[src/gxr_pkg.sv]
// package: register indices, field positions, reset values and timing for the extension bank
package gxr_pkg;

    // register indices
    localparam logic [7:0] GXR_IDX_SCANLINE_HI = 8'h17;
    localparam logic [7:0] GXR_IDX_DRAM_TIMING = 8'h18;
    localparam logic [7:0] GXR_IDX_AUX_CONFIG  = 8'h19;
    localparam logic [7:0] GXR_IDX_SCRATCH_A   = 8'h1a;
    localparam logic [7:0] GXR_IDX_SCRATCH_B   = 8'h1b;

    // scanline_hi_and_misc_status field positions
    localparam int GXR_SL_OUT1   = 6;
    localparam int GXR_SL_OUT0   = 5;
    localparam int GXR_SL_VPIRQ  = 4;
    localparam int GXR_SL_FEAT   = 3;
    localparam int GXR_SL_IRQEN  = 2;
    localparam int GXR_SL_LINE_HI = 1;

    // writable masks and reset values; reserved bits read zero
    localparam logic [7:0] GXR_SL_WMASK   = 8'h64;
    localparam logic [7:0] GXR_DT_WMASK   = 8'h7f;
    localparam logic [7:0] GXR_AUX_WMASK  = 8'h3f;
    localparam logic [7:0] GXR_RESET_ZERO = 8'h00;
    localparam logic [7:0] GXR_AUX_RESET  = 8'h00;

    // dram_timing_control field positions
    localparam int GXR_DT_PIX16  = 6;
    localparam int GXR_DT_INTERP = 5;
    localparam int GXR_DT_TRIST  = 4;
    localparam int GXR_DT_SINGLE = 3;
    localparam int GXR_DT_EDO    = 2;
    localparam int GXR_DT_FASTWR = 1;
    localparam int GXR_DT_FASTWE = 0;

    // aux_port_cycle_config field positions
    localparam int GXR_AUX_LONGSTB = 5;
    localparam int GXR_AUX_CS2STB  = 4;
    localparam int GXR_AUX_STB2RDY = 3;
    localparam int GXR_AUX_ADR2CS  = 2;
    localparam int GXR_AUX_ACKEND  = 1;
    localparam int GXR_AUX_WIDE    = 0;

    // memory clock counts and refreshes per line
    localparam logic [2:0] GXR_WR_GAP_SLOW  = 3'h3;
    localparam logic [2:0] GXR_WE_DLY_SLOW  = 3'h2;
    localparam logic [2:0] GXR_ONE_CLK      = 3'h1;
    localparam logic [2:0] GXR_TWO_CLK      = 3'h2;
    localparam logic [2:0] GXR_STB_MIN_S    = 3'h2;
    localparam logic [2:0] GXR_STB_MIN_L    = 3'h4;
    localparam logic [2:0] GXR_REFR_ONE     = 3'h1;
    localparam logic [2:0] GXR_REFR_THREE   = 3'h3;
    localparam logic [2:0] GXR_REFR_FIVE    = 3'h5;

    // decoded timing bundle for the dram sequencer
    typedef struct packed {
        logic [2:0] wr_after_rd_gap;
        logic [2:0] we_after_rd_dly;
        logic [2:0] refresh_per_line;
        logic       edo_mode;
        logic       blt_extra_clk;
        logic       dram_tristate;
        logic       pix16_enable;
        logic       interp_enable;
    } gxr_dram_cfg_t;

    // aux port strobe bundle
    typedef struct packed {
        logic addr_valid;
        logic chip_sel;
        logic read_stb;
        logic write_stb;
        logic wide_bus;
    } gxr_aux_pins_t;

endpackage : gxr_pkg

[src/gxr_ext_regs.sv]
// indexed graphics extension register bank with dram, pin and aux port controls
`timescale 1ns/100ps
module gxr_ext_regs
    import gxr_pkg::*;
(
    input  wire logic        sys_clk,            // 200 MHz memory clock
    input  wire logic        reset,              // sync reset, active high
    input  wire logic        clk_en,             // freeze all state when low
    input  wire logic [7:0]  gfx_index,          // graphics index register value
    input  wire logic        data_wr,            // write strobe on data port
    input  wire logic        data_rd,            // read strobe on data port
    input  wire logic [7:0]  data_wdata,         // write data
    output logic      [7:0]  data_rdata,         // registered read data
    output logic             data_hit,           // index belongs to this bank
    input  wire logic [9:0]  line_count,         // live vertical line counter
    input  wire logic        vport_enable,       // video port enabled
    input  wire logic        vport_irq_pend,     // raw video port interrupt
    input  wire logic        vport_irq_src_en,   // video_port_irq_control enable
    input  wire logic        irq_cond,           // internal interrupt condition
    input  wire logic        feature_input_strap, // pin, high when pulled down
    input  wire logic        irq_claim_strap,    // pin, high when pulled down
    input  wire logic        extended_ras_strap, // pin, high when pulled down
    input  wire logic        refresh_count_control, // five refreshes when high, unless GXR_DT_SINGLE is set
    output logic             prog_out_one_pin,   // programmable output 1
    output logic             prog_out_zero_pin,  // programmable output 0
    output logic             video_out_oe,       // pixel/clock/blank/select enable
    output logic             interrupt_gate_n,   // interrupt pin drive low
    output logic             interrupt_gate_oe,  // interrupt pin enable
    output logic             dram_pins_oe,       // dram pin drivers enable
    output gxr_dram_cfg_t    dram_cfg,           // decoded dram timing
    input  wire logic        aux_start,          // start an aux port cycle
    input  wire logic        aux_is_write,       // aux cycle is a write
    input  wire logic        aux_ready_pin,      // peripheral ready pin
    input  wire logic        aux_data_acknowledge, // peripheral acknowledge pin
    output gxr_aux_pins_t    aux_pins,           // aux port strobes
    output logic             aux_busy,           // aux cycle running
    output logic             aux_done            // aux cycle ended
);

    logic [7:0] sl_ff;
    logic [7:0] dt_ff;
    logic [7:0] aux_ff;
    logic [7:0] scr_a_ff;
    logic [7:0] scr_b_ff;
    logic       strap_loaded_ff;
    logic [2:0] strap_fill_ff;
    logic [2:0] feat_sync_ff;
    logic [2:0] claim_sync_ff;
    logic [2:0] eras_sync_ff;
    logic [1:0] rdy_sync_ff;
    logic [1:0] ack_sync_ff;
    logic [7:0] nxt_rdata;

    // index decode shared by read and write paths
    function automatic logic gxr_sel(input logic [7:0] idx, input logic [7:0] want);
        gxr_sel = (idx == want);
    endfunction : gxr_sel

    // masked write, reserved bits kept zero
    function automatic logic [7:0] gxr_wr(input logic [7:0] old, input logic [7:0] val,
                                          input logic [7:0] mask);
        gxr_wr = (old & ~mask) | (val & mask);
    endfunction : gxr_wr

    // read-to-write gap, with edo adding one
    function automatic logic [2:0] gxr_gap(input logic [2:0] base, input logic fast,
                                           input logic edo);
        gxr_gap = base - {2'b00, fast} + {2'b00, edo};
    endfunction : gxr_gap

    wire logic feat_bit = sl_ff[GXR_SL_FEAT];
    wire logic edo_on   = dt_ff[GXR_DT_EDO] & eras_sync_ff[2];

    // two-stage synchronisers for aux pins, three-stage for straps; stage 0 feeds only stage 1
    always_ff @(posedge sys_clk)
    begin
        if (reset)
        begin
            feat_sync_ff  <= 3'h0;
            claim_sync_ff <= 3'h0;
            eras_sync_ff  <= 3'h0;
            rdy_sync_ff   <= 2'h0;
            ack_sync_ff   <= 2'h0;
            strap_fill_ff <= 3'h0;
        end
        else if (clk_en)
        begin
            feat_sync_ff  <= {feat_sync_ff[1:0], feature_input_strap};
            claim_sync_ff <= {claim_sync_ff[1:0], irq_claim_strap};
            eras_sync_ff  <= {eras_sync_ff[1:0], extended_ras_strap};
            rdy_sync_ff   <= {rdy_sync_ff[0], aux_ready_pin};
            ack_sync_ff   <= {ack_sync_ff[0], aux_data_acknowledge};
            // marks stages as holding real pin samples, not reset zeros
            strap_fill_ff <= {strap_fill_ff[1:0], 1'b1};
        end
    end

    // scanline high / misc register: writable bits 6, 5, 2 and strap-loaded bit 3
    always_ff @(posedge sys_clk)
    begin
        if (reset)
        begin
            sl_ff           <= GXR_RESET_ZERO;
            strap_loaded_ff <= 1'b0;
        end
        else if (clk_en)
        begin
            if (!strap_loaded_ff && strap_fill_ff[2] && feat_sync_ff[2] == feat_sync_ff[1])
            begin
                sl_ff[GXR_SL_FEAT] <= feat_sync_ff[2];
                strap_loaded_ff    <= 1'b1;
            end
            else if (data_wr && gxr_sel(gfx_index, GXR_IDX_SCANLINE_HI))
                sl_ff <= gxr_wr(sl_ff, data_wdata, GXR_SL_WMASK);
        end
    end

    // dram timing, aux config and scratch registers
    always_ff @(posedge sys_clk)
    begin
        if (reset)
        begin
            dt_ff    <= GXR_RESET_ZERO;
            aux_ff   <= GXR_AUX_RESET;
            scr_a_ff <= GXR_RESET_ZERO;
            scr_b_ff <= GXR_RESET_ZERO;
        end
        else if (clk_en && data_wr)
        begin
            if (gxr_sel(gfx_index, GXR_IDX_DRAM_TIMING))
                dt_ff <= gxr_wr(dt_ff, data_wdata, GXR_DT_WMASK);
            if (gxr_sel(gfx_index, GXR_IDX_AUX_CONFIG))
                aux_ff <= gxr_wr(aux_ff, data_wdata, GXR_AUX_WMASK);
            if (gxr_sel(gfx_index, GXR_IDX_SCRATCH_A))
                scr_a_ff <= data_wdata;
            if (gxr_sel(gfx_index, GXR_IDX_SCRATCH_B))
                scr_b_ff <= data_wdata;
        end
    end

    // read mux; line and video port irq bits sampled live at the read, feature bit latched
    always_comb
    begin
        nxt_rdata = GXR_RESET_ZERO;
        if (gxr_sel(gfx_index, GXR_IDX_SCANLINE_HI))
        begin
            nxt_rdata = sl_ff & GXR_SL_WMASK;
            nxt_rdata[GXR_SL_FEAT]  = feat_bit;
            nxt_rdata[GXR_SL_VPIRQ] = vport_irq_pend & vport_irq_src_en;
            nxt_rdata[GXR_SL_LINE_HI -: 2] = line_count[9:8];
        end
        else if (gxr_sel(gfx_index, GXR_IDX_DRAM_TIMING))
            nxt_rdata = dt_ff;
        else if (gxr_sel(gfx_index, GXR_IDX_AUX_CONFIG))
            nxt_rdata = aux_ff;
        else if (gxr_sel(gfx_index, GXR_IDX_SCRATCH_A))
            nxt_rdata = scr_a_ff;
        else if (gxr_sel(gfx_index, GXR_IDX_SCRATCH_B))
            nxt_rdata = scr_b_ff;
    end

    // registered read answer
    always_ff @(posedge sys_clk)
    begin
        if (reset)
        begin
            data_rdata <= GXR_RESET_ZERO;
            data_hit   <= 1'b0;
        end
        else if (clk_en)
        begin
            data_hit <= (gfx_index >= GXR_IDX_SCANLINE_HI) && (gfx_index <= GXR_IDX_SCRATCH_B);
            if (data_rd)
                data_rdata <= nxt_rdata;
        end
    end

    // pin controls
    always_ff @(posedge sys_clk)
    begin
        if (reset)
        begin
            prog_out_one_pin  <= 1'b0;
            prog_out_zero_pin <= 1'b0;
            video_out_oe      <= 1'b0;
            interrupt_gate_n  <= 1'b1;
            interrupt_gate_oe <= 1'b0;
            dram_pins_oe      <= 1'b0;
        end
        else if (clk_en)
        begin
            prog_out_one_pin  <= vport_enable & sl_ff[GXR_SL_OUT1];
            prog_out_zero_pin <= vport_enable & sl_ff[GXR_SL_OUT0];
            video_out_oe      <= strap_loaded_ff & ~feat_bit;
            interrupt_gate_n  <= 1'b0;
            interrupt_gate_oe <= claim_sync_ff[2] & sl_ff[GXR_SL_IRQEN] & irq_cond;
            dram_pins_oe      <= ~dt_ff[GXR_DT_TRIST];
        end
    end

    // decoded timing for the dram sequencer
    always_ff @(posedge sys_clk)
    begin
        if (reset)
            dram_cfg <= '0;
        else if (clk_en)
        begin
            dram_cfg.wr_after_rd_gap <= gxr_gap(GXR_WR_GAP_SLOW, dt_ff[GXR_DT_FASTWR],
                                                edo_on);
            dram_cfg.we_after_rd_dly <= gxr_gap(GXR_WE_DLY_SLOW, dt_ff[GXR_DT_FASTWE],
                                                edo_on);
            dram_cfg.refresh_per_line <= dt_ff[GXR_DT_SINGLE] ? GXR_REFR_ONE :
                (refresh_count_control ? GXR_REFR_FIVE : GXR_REFR_THREE);
            dram_cfg.edo_mode      <= edo_on;
            dram_cfg.blt_extra_clk <= edo_on;
            dram_cfg.dram_tristate <= dt_ff[GXR_DT_TRIST];
            dram_cfg.pix16_enable  <= dt_ff[GXR_DT_PIX16];
            dram_cfg.interp_enable <= dt_ff[GXR_DT_INTERP] & dt_ff[GXR_DT_PIX16];
        end
    end

    // aux port cycle engine
    gxr_aux_cycle u_aux
    (
        .sys_clk  (sys_clk),
        .reset    (reset),
        .clk_en   (clk_en),
        .cfg      (aux_ff),
        .start    (aux_start),
        .is_write (aux_is_write),
        .ready_s  (rdy_sync_ff[1]),
        .ack_s    (ack_sync_ff[1]),
        .pins     (aux_pins),
        .busy     (aux_busy),
        .done     (aux_done)
    );

endmodule : gxr_ext_regs

[src/gxr_aux_cycle.sv]
// auxiliary port cycle sequencer driven by aux_port_cycle_config
`timescale 1ns/100ps
module gxr_aux_cycle
    import gxr_pkg::*;
(
    input  wire logic        sys_clk,      // memory clock
    input  wire logic        reset,        // sync reset
    input  wire logic        clk_en,       // freeze when low
    input  wire logic [7:0]  cfg,          // aux_port_cycle_config
    input  wire logic        start,        // begin one cycle
    input  wire logic        is_write,     // write cycle when high
    input  wire logic        ready_s,      // synchronised ready
    input  wire logic        ack_s,        // synchronised acknowledge
    output gxr_aux_pins_t    pins,         // registered strobes
    output logic             busy,         // cycle in progress
    output logic             done          // one-cycle end pulse
);

    typedef enum logic [2:0] {ST_IDLE, ST_ADDR, ST_CS, ST_STB, ST_END} gxr_aux_st_t;

    gxr_aux_st_t state_ff;
    logic [2:0]  cnt_ff;
    logic [2:0]  stb_cnt_ff;
    logic        wr_ff;
    logic        ack_d_ff;

    // pick one or two clocks from a config bit
    function automatic logic [2:0] gxr_dly(input logic sel);
        gxr_dly = sel ? GXR_TWO_CLK : GXR_ONE_CLK;
    endfunction : gxr_dly

    wire logic       ack_rise   = ack_s & ~ack_d_ff;
    wire logic [2:0] stb_min    = cfg[GXR_AUX_LONGSTB] ? GXR_STB_MIN_L : GXR_STB_MIN_S;
    wire logic       term_seen  = cfg[GXR_AUX_ACKEND] ? ack_rise : ready_s;

    // sequencer
    always_ff @(posedge sys_clk)
    begin
        if (reset)
        begin
            state_ff   <= ST_IDLE;
            cnt_ff     <= 3'h0;
            stb_cnt_ff <= 3'h0;
            wr_ff      <= 1'b0;
            ack_d_ff   <= 1'b0;
            pins       <= '0;
            busy       <= 1'b0;
            done       <= 1'b0;
        end
        else if (clk_en)
        begin
            ack_d_ff   <= ack_s;
            done       <= 1'b0;
            pins.wide_bus <= cfg[GXR_AUX_WIDE];
            unique case (state_ff)
                ST_IDLE:
                begin
                    if (start)
                    begin
                        wr_ff           <= is_write;
                        pins.addr_valid <= 1'b1;
                        busy            <= 1'b1;
                        cnt_ff          <= gxr_dly(cfg[GXR_AUX_ADR2CS]);
                        state_ff        <= ST_ADDR;
                    end
                end
                ST_ADDR:
                begin
                    if (cnt_ff == GXR_ONE_CLK)
                    begin
                        pins.chip_sel <= 1'b1;
                        cnt_ff        <= gxr_dly(cfg[GXR_AUX_CS2STB]);
                        state_ff      <= ST_CS;
                    end
                    else
                        cnt_ff <= cnt_ff - GXR_ONE_CLK;
                end
                ST_CS:
                begin
                    if (cnt_ff == GXR_ONE_CLK)
                    begin
                        pins.read_stb  <= ~wr_ff;
                        pins.write_stb <= wr_ff;
                        cnt_ff         <= gxr_dly(cfg[GXR_AUX_STB2RDY]);
                        stb_cnt_ff     <= GXR_ONE_CLK;
                        state_ff       <= ST_STB;
                    end
                    else
                        cnt_ff <= cnt_ff - GXR_ONE_CLK;
                end
                ST_STB:
                begin
                    if (stb_cnt_ff != stb_min)
                        stb_cnt_ff <= stb_cnt_ff + GXR_ONE_CLK;
                    if (cnt_ff != GXR_ONE_CLK)
                        cnt_ff <= cnt_ff - GXR_ONE_CLK;
                    else if (term_seen && stb_cnt_ff == stb_min)
                    begin
                        pins.read_stb  <= 1'b0;
                        pins.write_stb <= 1'b0;
                        pins.chip_sel  <= 1'b0;
                        state_ff       <= ST_END;
                    end
                end
                ST_END:
                begin
                    pins.addr_valid <= 1'b0;
                    busy            <= 1'b0;
                    done            <= 1'b1;
                    state_ff        <= ST_IDLE;
                end
            endcase
        end
    end

endmodule : gxr_aux_cycle

[config.mk]
export PLATFORM = sky130hd
export DESIGN_NAME = gxr_ext_regs
export DESIGN_NICKNAME = d
export VERILOG_FILES = /design/src/gxr_pkg.sv /design/src/gxr_ext_regs.sv /design/src/gxr_aux_cycle.sv
export SDC_FILE = /design/constraint.sdc
export NUM_CORES = 1
export LEC_CHECK = 0
export BUFFER_PORTS_ARGS = -buffer_cell sky130_fd_sc_hd__buf_2
export CAP_MARGIN = 20
export CORE_MARGIN = 10
export CORE_UTILIZATION = 62
export CTS_BUF_LIST = sky130_fd_sc_hd__clkbuf_4
export DETAILED_ROUTE_END_ITERATION = 7
export PLACE_DENSITY = 0.87
export SLEW_MARGIN = 0
export SYNTH_ARGS = -nofsm -noshare
export SYNTH_HDL_FRONTEND = slang
export SYNTH_SLANG_ARGS = --single-unit
[constraint.sdc]
create_clock -name sys_clk -period 5.6 [get_ports sys_clk]
set_input_delay 0.56 -clock sys_clk [delete_from_list [all_inputs] [get_ports sys_clk]]
set_output_delay 0.56 -clock sys_clk [all_outputs]
set_load 0.03 [all_outputs]
==> results.tsv <==
stage	metric	value	unit
route	# DRC	0	
layout	Fill cells	468	
logic_synthesis	top cells by area, synth	dfxtp_1 (45%), mux2i_1 (14%), nor2_1 (6.7%)	
power	Net Sw Frac	25.5	%
floorplan	Rows	29	
sta	RSZ-0062 raised after global routing	false	
power	Clock power frac	33.3	%
layout	n_diodes	0	
power	cell internal pwr	908	µW
power	Flop pwr share	56.4	%
worst_hold_path	Hold Path Origin	irq_claim_strap	
sta	worst slew pin tran	1.00	ns
clock_network	Worst-Skew Late Latency	0.43	ns
sta	Fmax	0.419	GHz
sta	worst hold slack	0.368	ns
sta	slew margin rel.	33.1	%
sta	clock skew	0.0143	ns
sta	TNS Setup	0	ns
power	Pleak	1.83	nW
route	vias	3410	
logic_synthesis	Syn Inst Count	430	
clock_network	TritonCTS clock tree	yes	
floorplan	width of the die	101	µm
worst_setup_path	startpoint types	flip-flop	
logic_synthesis	cell taking the most area after synthesis	dfxtp_1	
worst_setup_path	Buf/Inv on CP	0	
worst_setup_path	CP peak stage delay	0.96	ns
worst_setup_path	nature of the critical path endpoint	flip-flop	
logic_synthesis	Avg Synthesized Cell Area	9.57	µm²
global_route	largest net degree at the start of global routing	66	
layout	ratio of cells with drive above 1 in the final layout	21.5	%
floorplan	Core ar.	6390	µm²
worst_setup_path	critical path peak fanout	6	
logic_synthesis	Synth cell types	56	
sta	minimum clock period	2.39	ns
power	sw power	311	µW
layout	area grow syn2layout	12.1	%
worst_setup_path	cell breakdown of the critical path	ha_1 -> nand2b_1 -> a2111oi_1 -> a21boi_0 -> o21ba_2	
floorplan	Die ar.	10300	µm²
global_route	number of global-route vias before repair	3396	
clock_network	H-Tree Depth	3	
clock_network	clk sinks	93	
status	status	finished clean	
floorplan	Die H	101	µm
logic_synthesis	ys async rst share	0	%
worst_setup_path	Slowest-stage cell, CP	a2111oi_1	
clock_network	postcts setup bufs	0	
sta	Finish-stage setup viols	0	
logic_synthesis	Post-Syn Area	4120	µm²
placement	port bufs	69	
worst_hold_path	HP Class	input port to flip-flop	
sta	Final Max Tran Viols	0	
sta	final-report hold violation count	0	
worst_setup_path	worst setup path start	u_aux.cnt_ff[0]$_SDFFE_PP0P_	
layout	Nets	531	
logic_synthesis	Synth warnings	0	
global_route	gr usage total	19.7	%
clock_network	total CTS buffers	9	
worst_setup_path	CP top delay family	compound AO/OA/AOI/OAI gates	
power	Worst IR Drop VDD	0.000208	V
placement	gpl congestion	0.840	
route	drt pass-1 iters	7	
logic_synthesis	most used flip-flop cell after synthesis	dfxtp_1	
floorplan	Initial Util	64.4	%
logic_synthesis	Yosys top cell area share	45.2	%
logic_synthesis	post-synthesis sequential area ratio	45.2	%
logic_synthesis	Post-synth EDFFs	0	
power	Pwr Density	264	nW/µm²
global_route	global route overflow	0	
global_route	first-pass GRT wire length	16500	µm
global_route	initial antenna violation count	1	
sta	fin crit share	42.6	%
worst_setup_path	crit path kind	flip-flop to flip-flop	
route	Total Wirelength	9980	µm
clock_network	cts hold-fix bufs	0	
placement	hpwl dp	6980	µm
clock_network	PostCTS Resize Cnt	0	
clock_network	Clock Tree Root	clkbuf_4	
route	Antenna Nets Post-Route	0	
logic_synthesis	FF+latch count, synth	93	
run	max-cap violations	0	
worst_setup_path	R2R setup slack	3.21	ns
route	DR vias/cell	6.04	
route	DR iter-0 viols	237	
logic_synthesis	post-synth net total	478	
worst_setup_path	Worst EP arrival	2.73	ns
worst_setup_path	Worst EP required	5.94	ns
route	wire per inst	17.7	µm
clock_network	CTS Buffer Depth	2	
power	Logic pwr share	10.2	%
floorplan	num ports	79	
worst_setup_path	R2R Path Start	u_aux.cnt_ff[0]$_SDFFE_PP0P_	
clock_network	CTS clk-pin slew, worst paths	0.14	ns
path summary, 6_finish.rpt:
path                                      endpoint  cells past startpoint
setup / recovery  u_aux.stb_cnt_ff[1]$_SDFFE_PP0P_                      5
hold / removal       claim_sync_ff[0]$_SDFFE_PP0P_                      3
setup reg to reg  u_aux.stb_cnt_ff[1]$_SDFFE_PP0P_                      5
hold reg to reg     interrupt_gate_oe$_SDFFE_PP0P_                      2
tightest hold or removal path, cell delays in order:
cell	delay [ns]
buf_2	0.07
mux2i_1	0.06
nor2_1	0.08
kinds of logic (layout without fill, tap and decap cells):
logic type,after synthesis,after routing,synth area share [%]
flip-flops,93,93,45.2
AO/OA/AOI/OAI,67,67,11.5
buffers and inverters,40,98,4.23
adder cells (fa/ha/maj),5,5,1.52
other,1,1,0.0911
AND/OR/NAND/NOR,159,159,19.8
XOR/XNOR,1,1,0.213
multiplexers,64,64,17.4
area by class of cell:
| class | instances | area, µm² | area share [%] |
|---|---|---|---|
| timing repair buffer | 73 | 375 | 8.13 |
| multi-input combinational | 297 | 2090 | 45.2 |
| clock buffer | 10 | 75.1 | 1.63 |
| sequential | 93 | 1860 | 40.3 |
| tap | 77 | 96.3 | 2.09 |
| clock inverter | 6 | 86.3 | 1.87 |
| inverter | 9 | 33.8 | 0.732 |
cells in the final DEF (no fill, tap or decap), types with 3 or more instances in the layout:
cell type | netlist | routed
nand2_1 | 20 | 20
buf_2 | 1 | 69
a21oi_1 | 20 | 20
mux2i_1 | 57 | 57
a31oi_1 | 6 | 6
a221oi_1 | 8 | 8
nand3b_1 | 3 | 3
nor4_4 | 3 | 3
ha_1 | 5 | 5
dfxtp_1 | 93 | 93
nor2_1 | 74 | 74
nor2b_1 | 4 | 4
mux4_2 | 6 | 6
inv_1 | 8 | 8
nor3_1 | 10 | 10
nand2b_1 | 18 | 18
clkbuf_4 | 0 | 10
a211oi_1 | 9 | 9
buf_4 | 4 | 4
nand3_1 | 9 | 9
o21ai_0 | 6 | 6
per-stage QoR:
| stage | cells | total power, mW | cell area, µm² | setup WS [ns] | util (%) |
|---|---|---|---|---|---|
| final | 565 | 1.22 | 4610 | 3.21 | 72.3 |
| after global routing | 565 | 1.27 | 4610 | 3.02 | 72.3 |
| after CTS | 565 | 1.22 | 4610 | 3.27 | 72.3 |
| after detailed placement | 549 | 0.825 | 4450 | 2.80 | 69.7 |
| after global placement | 549 | 0.821 | 4450 | 2.88 | 69.7 |
| after floorplan | 430 | 0.788 | 4120 | 3.39 | - |
power by group through the flow:
stage	Sequential (mW)	Clock, mW	Combinational, mW
floorplan	0.714	0	0.0739
global placement	0.702	0	0.119
detailed placement	0.702	0	0.123
CTS	0.688	0.411	0.124
global route	0.691	0.441	0.137
finish	0.688	0.406	0.125
Yosys cell counts (2+ instances only):
| library cell | count |
|---|---|
| o21ba_2 | 2 |
| buf_4 | 4 |
| ha_1 | 5 |
| mux2i_1 | 57 |
| a211oi_1 | 9 |
| nand2_1 | 20 |
| nor3b_1 | 2 |
| and3b_1 | 2 |
| o21ai_0 | 6 |
| nor3_1 | 10 |
| a31oi_1 | 6 |
| nor2b_1 | 4 |
| mux4_2 | 6 |
| nand3b_1 | 3 |
| nand3_1 | 9 |
| buf_1 | 6 |
| o211ai_1 | 2 |
| and3_1 | 2 |
| nor4b_1 | 2 |
| a21oi_1 | 20 |
| dfxtp_1 | 93 |
| a221oi_1 | 8 |
| inv_1 | 8 |
| nor4_4 | 3 |
| nand2b_1 | 18 |
| clkbuf_1 | 19 |
| nand4_1 | 2 |
| nor2_1 | 74 |
sequential cells by signal, indices dropped and copies added (netlist names), 4 cells and up:
name        flops
scr_b_ff        8
dt_ff           7
scr_a_ff        8
aux_ff          6
u_aux.pins      5
data_rdata      8
dram_cfg       11
sl_ff           4
metal layers:
metal,vias up,track usage [%],share of wire [%]
met5,-,0,0
met2,143,33.1,50
li1,1633,-,-
met4,0,6.97,2.5
met3,36,6.06,6.8
met1,1598,23.2,41
Note: power is estimated with default switching activity, not from simulation.
